`src/pkg/hlc_pkg.sv`:
```
// Functional notes
// With mode 3, the input-select bit picks PWM duty (0) or analog level (1) for amplitude.
// With the loop-select bit set, drive runs at the chosen frequency, ignoring resonance.
// Open loop with PWM input takes the commutation frequency as PWM frequency over 128.
// For open loop from PWM the host supplies exactly 128 times the actuator resonance.
// Open loop in real-time or memory playback takes its rate from the 7-bit period field.
// The host never combines open-loop drive with analog input interpretation.
// The loop-select bit means 0 auto-resonance and 1 open loop, and resets to 0.
// The crossing field sets the least detect window 100, 200, 300 or 390 us; resets to 0.
// Calibration code 0 lasts 150 to 350 ms and code 1 lasts 250 to 450 ms.
// The host picks a calibration long enough to settle at the nominal drive level.
// Fourth control: crossing window 7-6, calibration 5-4, memory status 2, launch 0.
// The memory status bit is read-only: 0 while unprogrammed, 1 once programmed.
// Writing 1 to launch programs registers 0x16 to 0x1A into memory, once per device.
// Reserved bits 3 and 1 of the fourth control register read zero and ignore writes.
package hlc_pkg;

   localparam int HLC_CLK_NS = 100;
   localparam int HLC_US_NS = 1000;
   localparam int HLC_MS_NS = 1000000;
   localparam int HLC_CYC_PER_MS = HLC_MS_NS / HLC_CLK_NS;

   localparam logic [7:0] HLC_CTL3_OFS = 8'h1D;
   localparam logic [7:0] HLC_CTL4_OFS = 8'h1E;
   localparam logic [7:0] HLC_OTP_FIRST_OFS = 8'h16;
   localparam logic [7:0] HLC_OTP_LAST_OFS = 8'h1A;
   localparam logic [7:0] HLC_CTL3_RST = 8'h80;
   localparam logic [1:0] HLC_ZC_RST = 2'h0;
   localparam logic [1:0] HLC_CAL_RST = 2'h2;

   localparam int HLC_LOOP_BIT = 0;
   localparam int HLC_INSEL_BIT = 1;
   localparam int HLC_ZC_LSB = 6;
   localparam int HLC_CAL_LSB = 4;
   localparam int HLC_STATUS_BIT = 2;
   localparam int HLC_LAUNCH_BIT = 0;

   localparam logic [2:0] HLC_MODE_PWM_ANALOG = 3'h3;
   localparam int HLC_PWM_DIV = 128;
   localparam logic [5:0] HLC_PWM_HALF_LAST = 6'(HLC_PWM_DIV / 2 - 1);

   // Open-loop period unit: one period step, in microseconds
   localparam int HLC_OL_UNIT_US = 100;
   localparam logic [16:0] HLC_OL_UNIT_CYC = 17'(HLC_OL_UNIT_US * HLC_US_NS / HLC_CLK_NS);

   localparam int HLC_ZC_US [4] = '{100, 200, 300, 390};
   localparam int HLC_CAL_MIN_MS [4] = '{150, 250, 500, 1000};

   typedef enum logic [1:0] {
      HLC_SRC_RES = 2'h0,
      HLC_SRC_PWM = 2'h1,
      HLC_SRC_PER = 2'h3
   } hlc_src_type;

   typedef enum logic [1:0] {
      HLC_CAL_IDLE = 2'h0,
      HLC_CAL_RUN = 2'h1,
      HLC_CAL_END = 2'h3
   } hlc_cal_type;

   typedef enum logic [1:0] {
      HLC_OTP_IDLE = 2'h0,
      HLC_OTP_BUSY = 2'h1,
      HLC_OTP_LOCK = 2'h3
   } hlc_otp_type;

   typedef struct packed {
      logic wr;
      logic rd;
      logic [7:0] addr;
      logic [7:0] wdata;
   } hlc_reg_req_type;

   typedef struct packed {
      logic [7:0] ctl3;
      logic [1:0] zc;
      logic [1:0] cal_code;
      logic launch;
      hlc_otp_type otp_st;
      hlc_cal_type cal_st;
      logic [1:0] cal_run_code;
      logic [13:0] ms_div;
      logic [9:0] ms_cnt;
      logic zc_run;
      logic [1:0] zc_run_code;
      logic [11:0] zc_cnt;
      logic zc_done;
      logic [16:0] ol_cnt;
      logic ol_phase;
      hlc_src_type src;
      logic phase;
      logic otp_start;
      logic rvalid;
      logic [7:0] rdata;
   } hlc_state_type;

   localparam hlc_state_type HLC_ST_RST = '{
      ctl3: HLC_CTL3_RST, zc: HLC_ZC_RST, cal_code: HLC_CAL_RST, launch: 1'b0,
      otp_st: HLC_OTP_IDLE, cal_st: HLC_CAL_IDLE, cal_run_code: 2'h0, ms_div: 14'h0,
      ms_cnt: 10'h0, zc_run: 1'b0, zc_run_code: 2'h0, zc_cnt: 12'h0, zc_done: 1'b0,
      ol_cnt: 17'h0, ol_phase: 1'b0, src: HLC_SRC_RES, phase: 1'b0, otp_start: 1'b0,
      rvalid: 1'b0, rdata: 8'h0};

   typedef struct packed {
      logic s1;
      logic s2;
      logic s3;
      logic lvl;
      logic [5:0] cnt;
      logic phase;
   } hlc_div_state_type;

   localparam hlc_div_state_type HLC_DIV_RST = '{
      s1: 1'b0, s2: 1'b0, s3: 1'b0, lvl: 1'b0, cnt: 6'h0, phase: 1'b0};

   // Least window rounds up to whole cycles
   function automatic logic [11:0] hlc_zc_cycles(input logic [1:0] code);
      hlc_zc_cycles = 12'((HLC_ZC_US[code] * HLC_US_NS + HLC_CLK_NS - 1) / HLC_CLK_NS);
   endfunction

   function automatic logic [9:0] hlc_cal_ms(input logic [1:0] code);
      hlc_cal_ms = 10'(HLC_CAL_MIN_MS[code]);
   endfunction

   function automatic hlc_src_type hlc_pick_src(input logic [7:0] ctl3, input logic [2:0] mode);
      if (!ctl3[HLC_LOOP_BIT] || ctl3[HLC_INSEL_BIT]) begin
         hlc_pick_src = HLC_SRC_RES;
      end else if (mode == HLC_MODE_PWM_ANALOG) begin
         hlc_pick_src = HLC_SRC_PWM;
      end else begin
         hlc_pick_src = HLC_SRC_PER;
      end
   endfunction

endpackage

```
`src/rtl/hlc_ctrl.sv`:
```
`timescale 1ns/10ps
`default_nettype none
module hlc_ctrl import hlc_pkg::*; #(
   parameter int CYC_PER_MS = HLC_CYC_PER_MS
) (
   input wire logic clk_sys,
   input wire logic rst,
   input wire hlc_reg_req_type reg_req,
   output logic reg_rvalid,
   output logic [7:0] reg_rdata,
   input wire logic [2:0] op_mode,
   input wire logic [6:0] open_drive_period,
   input wire logic input_trigger_pin,
   input wire logic bemf_phase,
   input wire logic zc_start,
   input wire logic cal_start,
   input wire logic otp_done,
   input wire logic otp_burned,
   output logic input_is_analog,
   output hlc_src_type drive_src,
   output logic drive_phase,
   output logic zc_busy,
   output logic zc_done,
   output logic cal_busy,
   output logic cal_done,
   output logic otp_start,
   output logic otp_busy,
   output logic otp_programmed
);

   hlc_state_type s;
   hlc_state_type n;
   hlc_src_type src_now;
   logic pwm_phase;
   logic [16:0] ol_target;

   hlc_pwm_div u_div (
      .clk_sys(clk_sys),
      .rst(rst),
      .en(s.src == HLC_SRC_PWM),
      .pwm_pin(input_trigger_pin),
      .phase(pwm_phase)
   );

   assign src_now = hlc_pick_src(s.ctl3, op_mode);
   assign ol_target = 17'(open_drive_period) * HLC_OL_UNIT_CYC;
   assign reg_rvalid = s.rvalid;
   assign reg_rdata = s.rdata;
   assign input_is_analog = s.ctl3[HLC_INSEL_BIT];
   assign drive_src = s.src;
   assign drive_phase = s.phase;
   assign zc_busy = s.zc_run;
   assign zc_done = s.zc_done;
   assign cal_busy = s.cal_st == HLC_CAL_RUN;
   assign cal_done = s.cal_st == HLC_CAL_END;
   assign otp_start = s.otp_start;
   assign otp_busy = s.otp_st == HLC_OTP_BUSY;
   assign otp_programmed = (s.otp_st == HLC_OTP_LOCK) || otp_burned;

   always_comb begin
      n = s;
      n.rvalid = 1'b0;
      n.otp_start = 1'b0;
      n.zc_done = 1'b0;
      // Register writes
      if (reg_req.wr) begin
         if (reg_req.addr == HLC_CTL3_OFS) begin
            n.ctl3 = reg_req.wdata;
         end else if (reg_req.addr == HLC_CTL4_OFS) begin
            n.zc = reg_req.wdata[HLC_ZC_LSB +: 2];
            n.cal_code = reg_req.wdata[HLC_CAL_LSB +: 2];
            // A second launch is ignored once memory is spent or busy
            if (reg_req.wdata[HLC_LAUNCH_BIT] && s.otp_st == HLC_OTP_IDLE && !otp_burned) begin
               n.launch = 1'b1;
               n.otp_st = HLC_OTP_BUSY;
               n.otp_start = 1'b1;
            end
         end
      end
      // Register reads, answered one cycle later
      if (reg_req.rd) begin
         n.rvalid = 1'b1;
         if (reg_req.addr == HLC_CTL3_OFS) begin
            n.rdata = s.ctl3;
         end else if (reg_req.addr == HLC_CTL4_OFS) begin
            n.rdata = {s.zc, s.cal_code, 1'b0, otp_programmed, 1'b0, s.launch};
         end else begin
            n.rdata = 8'h00;
         end
      end
      // Programming sequence
      case (s.otp_st)
         HLC_OTP_IDLE: begin
            if (otp_burned) begin
               n.otp_st = HLC_OTP_LOCK;
            end
         end
         HLC_OTP_BUSY: begin
            if (otp_done) begin
               n.otp_st = HLC_OTP_LOCK;
               n.launch = 1'b0;
            end
         end
         default: begin
            n.otp_st = HLC_OTP_LOCK;
         end
      endcase
      // Calibration timer, runs for the least length of the chosen span
      case (s.cal_st)
         HLC_CAL_IDLE: begin
            if (cal_start) begin
               n.cal_st = HLC_CAL_RUN;
               n.cal_run_code = s.cal_code;
               n.ms_div = 14'h0;
               n.ms_cnt = 10'h0;
            end
         end
         HLC_CAL_RUN: begin
            if (s.ms_div == 14'(CYC_PER_MS - 1)) begin
               n.ms_div = 14'h0;
               n.ms_cnt = s.ms_cnt + 10'h1;
               if (s.ms_cnt + 10'h1 == hlc_cal_ms(s.cal_run_code)) begin
                  n.cal_st = HLC_CAL_END;
               end
            end else begin
               n.ms_div = s.ms_div + 14'h1;
            end
         end
         default: begin
            n.cal_st = HLC_CAL_IDLE;
         end
      endcase
      // Zero-crossing detect window
      if (s.zc_run) begin
         n.zc_cnt = s.zc_cnt + 12'h1;
         if (s.zc_cnt == hlc_zc_cycles(s.zc_run_code) - 12'h1) begin
            n.zc_run = 1'b0;
            n.zc_done = 1'b1;
         end
      end else if (zc_start) begin
         n.zc_run = 1'b1;
         n.zc_run_code = s.zc;
         n.zc_cnt = 12'h0;
      end
      // Period-based open-loop drive; a zero period holds the phase
      if (s.src == HLC_SRC_PER && open_drive_period != 7'h0) begin
         if (s.ol_cnt >= ol_target - 17'h1) begin
            n.ol_cnt = 17'h0;
            n.ol_phase = !s.ol_phase;
         end else begin
            n.ol_cnt = s.ol_cnt + 17'h1;
         end
      end else begin
         n.ol_cnt = 17'h0;
      end
      // Analog input never runs open loop, it falls back to tracking
      n.src = src_now;
      case (s.src)
         HLC_SRC_PWM: n.phase = pwm_phase;
         HLC_SRC_PER: n.phase = s.ol_phase;
         default: n.phase = bemf_phase;
      endcase
   end

   always_ff @(posedge clk_sys or posedge rst) begin
      if (rst) begin
         s <= HLC_ST_RST;
      end else begin
         s <= n;
      end
   end

   // Helper counters for timed checks
   logic [11:0] zc_age;
   logic [31:0] cal_age;
   always_ff @(posedge clk_sys or posedge rst) begin
      if (rst) begin
         zc_age <= 12'h0;
         cal_age <= 32'h0;
      end else begin
         zc_age <= s.zc_run ? zc_age + 12'h1 : 12'h0;
         cal_age <= cal_busy ? cal_age + 32'h1 : 32'h0;
      end
   end

   src_pwm_a: assert property (@(posedge clk_sys) disable iff (rst)
      s.ctl3[HLC_LOOP_BIT] && !s.ctl3[HLC_INSEL_BIT] && op_mode == HLC_MODE_PWM_ANALOG
      |=> drive_src == HLC_SRC_PWM)
      else $error("PWM open loop not selected");
   open_ignores_res_a: assert property (@(posedge clk_sys) disable iff (rst)
      drive_src == HLC_SRC_PER ##1 drive_src == HLC_SRC_PER |-> drive_phase == $past(s.ol_phase))
      else $error("open loop followed resonance");
   pwm_phase_a: assert property (@(posedge clk_sys) disable iff (rst)
      drive_src == HLC_SRC_PWM |=> drive_phase == $past(pwm_phase))
      else $error("drive phase not from divider");
   src_period_a: assert property (@(posedge clk_sys) disable iff (rst)
      s.ctl3[HLC_LOOP_BIT] && !s.ctl3[HLC_INSEL_BIT] && op_mode != HLC_MODE_PWM_ANALOG
      |=> drive_src == HLC_SRC_PER)
      else $error("period source not selected");
   loop_zero_a: assert property (@(posedge clk_sys) disable iff (rst)
      !s.ctl3[HLC_LOOP_BIT] |=> drive_src == HLC_SRC_RES ##1 drive_phase == $past(bemf_phase))
      else $error("loop bit 0 not auto-resonance");
   zc_window_a: assert property (@(posedge clk_sys) disable iff (rst)
      zc_done |-> $past(zc_age) == hlc_zc_cycles(s.zc_run_code) - 12'h1)
      else $error("crossing window length wrong");
   cal_length_a: assert property (@(posedge clk_sys) disable iff (rst)
      $fell(cal_busy)
      |-> $past(cal_age) + 32'h1 == 32'(hlc_cal_ms(s.cal_run_code)) * 32'(CYC_PER_MS))
      else $error("calibration length wrong");
   ctl4_read_a: assert property (@(posedge clk_sys) disable iff (rst)
      reg_req.rd && reg_req.addr == HLC_CTL4_OFS
      |=> reg_rvalid && reg_rdata[3] == 1'b0 && reg_rdata[1] == 1'b0
         && reg_rdata[7:6] == $past(s.zc))
      else $error("fourth control read wrong");
   otp_status_a: assert property (@(posedge clk_sys) disable iff (rst)
      otp_busy && otp_done |=> otp_programmed [*2])
      else $error("status not set after programming");
   otp_once_a: assert property (@(posedge clk_sys) disable iff (rst)
      reg_req.wr && reg_req.addr == HLC_CTL4_OFS && reg_req.wdata[HLC_LAUNCH_BIT]
      |=> otp_start == ($past(s.otp_st) == HLC_OTP_IDLE && !$past(otp_burned)))
      else $error("launch not once only");

   cal_done_c: cover property (@(posedge clk_sys) disable iff (rst) cal_done);
   otp_run_c: cover property (@(posedge clk_sys) disable iff (rst) otp_start ##[1:20] otp_programmed);
   zc_done_c: cover property (@(posedge clk_sys) disable iff (rst) zc_done);
   per_toggle_c: cover property (@(posedge clk_sys) disable iff (rst)
      drive_src == HLC_SRC_PER && $changed(drive_phase));

endmodule
`default_nettype wire

```
`src/rtl/hlc_pwm_div.sv`:
```
`timescale 1ns/10ps
`default_nettype none
module hlc_pwm_div import hlc_pkg::*; (
   input wire logic clk_sys,
   input wire logic rst,
   input wire logic en,
   input wire logic pwm_pin,
   output logic phase
);

   hlc_div_state_type s;
   hlc_div_state_type n;
   logic rise;

   // Edge counted only once the second and third stages agree
   assign rise = (s.s2 == s.s3) && s.s3 && !s.lvl;
   assign phase = s.phase;

   always_comb begin
      n = s;
      n.s1 = pwm_pin;
      n.s2 = s.s1;
      n.s3 = s.s2;
      if (s.s2 == s.s3) begin
         n.lvl = s.s3;
      end
      if (!en) begin
         n.cnt = 6'h0;
         n.phase = 1'b0;
      end else if (rise) begin
         n.cnt = s.cnt + 6'h1;
         if (s.cnt == HLC_PWM_HALF_LAST) begin
            n.phase = !s.phase;
         end
      end
   end

   always_ff @(posedge clk_sys or posedge rst) begin
      if (rst) begin
         s <= HLC_DIV_RST;
      end else begin
         s <= n;
      end
   end

   div_toggle_a: assert property (@(posedge clk_sys) disable iff (rst)
      en && rise && s.cnt == HLC_PWM_HALF_LAST |=> phase != $past(phase))
      else $error("phase did not toggle on 64th edge");
   div_hold_a: assert property (@(posedge clk_sys) disable iff (rst)
      en && !(rise && s.cnt == HLC_PWM_HALF_LAST) |=> phase == $past(phase) || !$past(en))
      else $error("phase changed between edges");
   div_toggle_c: cover property (@(posedge clk_sys) disable iff (rst) en && $changed(phase));

endmodule
`default_nettype wire

```
`config.mk`:
```
export PLATFORM = sky130hd
export DESIGN_NAME = hlc_ctrl
export DESIGN_NICKNAME = d
export VERILOG_FILES = /design/src/pkg/hlc_pkg.sv /design/src/rtl/hlc_ctrl.sv /design/src/rtl/hlc_pwm_div.sv
export SDC_FILE = /design/constraint.sdc
export NUM_CORES = 1
export LEC_CHECK = 0
export BUFFER_PORTS_ARGS = -buffer_cell sky130_fd_sc_hd__buf_4
export CAP_MARGIN = 10
export CORE_MARGIN = 2
export CORE_UTILIZATION = 63
export DETAILED_ROUTE_END_ITERATION = 8
export PLACE_DENSITY = 0.91
export SLEW_MARGIN = 0
export SYNTH_ARGS = -nofsm -noshare
export SYNTH_HDL_FRONTEND = slang
export SYNTH_HIERARCHICAL = 1
export SYNTH_SLANG_ARGS = --single-unit
```
`constraint.sdc`:
```
create_clock -name clk_sys -period 10.4 [get_ports clk_sys]
set_input_delay 2.08 -clock clk_sys [delete_from_list [all_inputs] [get_ports clk_sys]]
set_output_delay 2.08 -clock clk_sys [all_outputs]
set_load 0.1 [all_outputs]
```
==> run_results.csv <==
group,metric,value,unit
run_status,status,"finished, final reports clean",
route,antenna_left,0,
critical_path,timing.rr.start,"s[44]",
power,finalPower,1.22,mW
global_route,overflow,0,
place,gp_routability_congestion,1.01,
floorplanning,ios,56,
layout,final_common_cell,"dfrtp_1",
layout,fin_nets,1309,
critical_path,crit_slowest_cell,"or4_1",
floorplanning,start_util,0.645,
sta,fin_crit_sh,0.927,
clock_tree,insertion_delay,350,ps
clock_tree,post-cts-setup-buffers,0,
sta,maxSlewViolCount,0,
layout,mostFrequentLayoutCells,"dfrtp_1 (99), nor2_1 (93), ha_1 (84)",
route,vias,9216,
critical_path,crit_start,"s[44]",
route,vias_per_cell,6.65,
clock_tree,cts_max_path_buffers,2,
place,dp_hpwl,19.1,mm
synth,synth_edf_count,0,
place,place.port_buffers,55,
power,power_leakage,4.76,nW
critical_path,max_stage_delay,580,ps
synth,syn_area,9850,um^2
hold_path,min_path_type,"flop to flop",
critical_path,cp_top_family,"simple AND/OR/NAND/NOR gates",
critical_path,crit_top_cell,"ha_1",
clock_tree,clkTransAtPathRegs,80,ps
floorplanning,die_w,129,um
sta,setup_viol,0,
sta,fin_skew,13.5,ps
clock_tree,cts_buffers,9,
clock_tree,hold_buffers,0,
critical_path,end_kind,"flop",
clock_tree,cts_resized,0,
clock_tree,tritoncts,"done",
power,ir_worst_vdd,0.000148,V
synth,synth_area_per_cell,8.61,um^2
global_route,antenna_found_initial,0,
sta,slew_headroom,0.341,
synth,synth_async_sr_flop_share,1.00,
layout,num_antenna_cells,0,
clock_tree,clk_root_buffer_cell,"clkbuf_16",
critical_path,cp_max_fo,17,
clock_tree,cts.sinks,101,
critical_path,path_buf_inv,3,
synth,syn_nets,1284,
critical_path,arrival,9880,ps
sta,fin_crit,9640,ps
hold_path,hp-start,"u_div/n[9]",
route,first_pass_iters,6,
sta,rsz0062_at_grt,"false",
floorplanning,die_area,16600,um^2
critical_path,path_class,"flop to flop",
global_route,grtUsageTotal,0.321,
floorplanning,core,15300,um^2
route,routed_wl,26.1,mm
synth,yosysSeqAreaShare,0.257,
sta,tns,0,ps
floorplanning,die_h,129,um
job,maxCapViolCount,0,
sta,finalHoldViolations,0,
synth,syn_inst,1144,
route,post-route-drc-count,0,
sta,tightest_slew,989,ps
clock_tree,cts-htree-levels,3,
global_route,grt_pass1_wl,43.5,mm
synth,synthFlopType,"dfrtp_1",
sta,max_clock_freq,104,MHz
floorplanning,rows,45,
route,wl_per_cell,18.9,um
synth,ys_warn_count,6,
layout,areaGrowthSynthToFinish,7.93,%
global_route,grt_max_degree,55,
power,p_per_area,115,nW/um^2
route,initialDrtViolationCount,967,
critical_path,worstSetupStartpointType,"flop",
global_route,grt_pass1_vias,9010,
synth,synth-seq-cells,101,
synth,synth.distinct_cells,109,
critical_path,cp.required,10640,ps
layout,drive_gt1_frac,0.128,
-- Yosys cell counts, types with 7 or more instances --
cell type  count  share of area
a211oi_1       8         0.0061
a21o_1        18          0.014
a21oi_1       50          0.025
a22oi_1        9         0.0069
a31oi_1       13         0.0083
and2_1        12         0.0076
and3_1        24          0.015
buf_2          8         0.0041
buf_4         13         0.0099
clkbuf_1      26         0.0099
dfrtp_1       99           0.25
fa_1          20          0.041
ha_1          84           0.11
inv_1         57          0.022
mux2_2        20          0.023
mux2i_1       12          0.012
nand2_1       71          0.027
nand2b_1      21          0.013
nand3_1       64          0.033
nand4_1       19          0.012
nor2_1        93          0.035
nor2b_1       19          0.012
nor3_1        25          0.013
o211ai_1      10         0.0076
o21ai_0       82          0.042
o21bai_1       8         0.0061
o31ai_1        8         0.0061
or2_2          7         0.0044
or3_1         15         0.0095
xnor2_1       50          0.044
xor2_1        27          0.024
-- layout make-up --
class,count,area [um^2]
flip-flops and latches,101,2530
fillers,1115,4630
repair buffers,63,473
well taps,211,264
multi-input cells,935,6850
inverters,59,223
clock inverters,7,67.6
clock buffers,9,225
-- registers in the layout, indices dropped and copies added, names as in the netlist --
register,flops
s,74
reg_rdata,8
u_div/s,8
drive_src,2
u_div/n,2
drive_phase,1
input_is_analog,1
otp_start,1
reg_rvalid,1
u_div/phase,1
zc_busy,1
zc_done,1
-- metal layers --
layer  wire [um]  global-route usage
met5           0                   0
met4        1010               0.134
met3        1950              0.0504
met2       12400               0.536
met1       10700               0.420
-- per-stage QoR --
| stage | cell area, um^2 | cells | utilization | hold slack (ps) | setup WS, ps |
|---|---|---|---|---|---|
| floorplan | 9850 | 1144 | - | 331 | 2050 |
| global placement | 10300 | 1369 | 0.677 | 337 | 1220 |
| detailed placement | 10300 | 1369 | 0.677 | 347 | 966 |
| CTS | 10600 | 1385 | 0.697 | 363 | 946 |
| global route | 10600 | 1385 | 0.697 | 380 | 120 |
| finish | 10600 | 1385 | 0.697 | 366 | 764 |
-- cell families (layout without fill, tap and decap cells) --
kind of cell | count (synthesis) | in the layout | share of synthesized area
adder cells (fa/ha/maj) | 104 | 104 | 0.147
flip-flops | 101 | 101 | 0.257
AND/OR/NAND/NOR | 425 | 425 | 0.234
multiplexers | 32 | 32 | 0.0351
AO/OA/AOI/OAI | 296 | 296 | 0.210
other | 1 | 1 | 0.000381
buffers and inverters | 108 | 138 | 0.0479
XOR/XNOR | 77 | 77 | 0.0685
-- worst paths after layout --
kind	to	slack (ps)	depth (start not counted)
setup / recovery	zc_busy	760	32
hold / removal	u_div/n[8]	370	0
setup reg to reg	zc_busy	760	32
hold reg to reg	u_div/n[8]	370	0
max in group asynchronous	reg_rdata[4]	7470	3
min in group asynchronous	u_div/s[1]	1760	2
-- power by group --
group | internal [mW] | switching [mW] | leakage (nW)
combinational | 0.187 | 0.249 | 3.36
clock | 0.169 | 0.169 | 0.145
sequential | 0.414 | 0.0313 | 1.25
total | 0.770 | 0.449 | 4.76
Power figures use the tool's default switching activity.
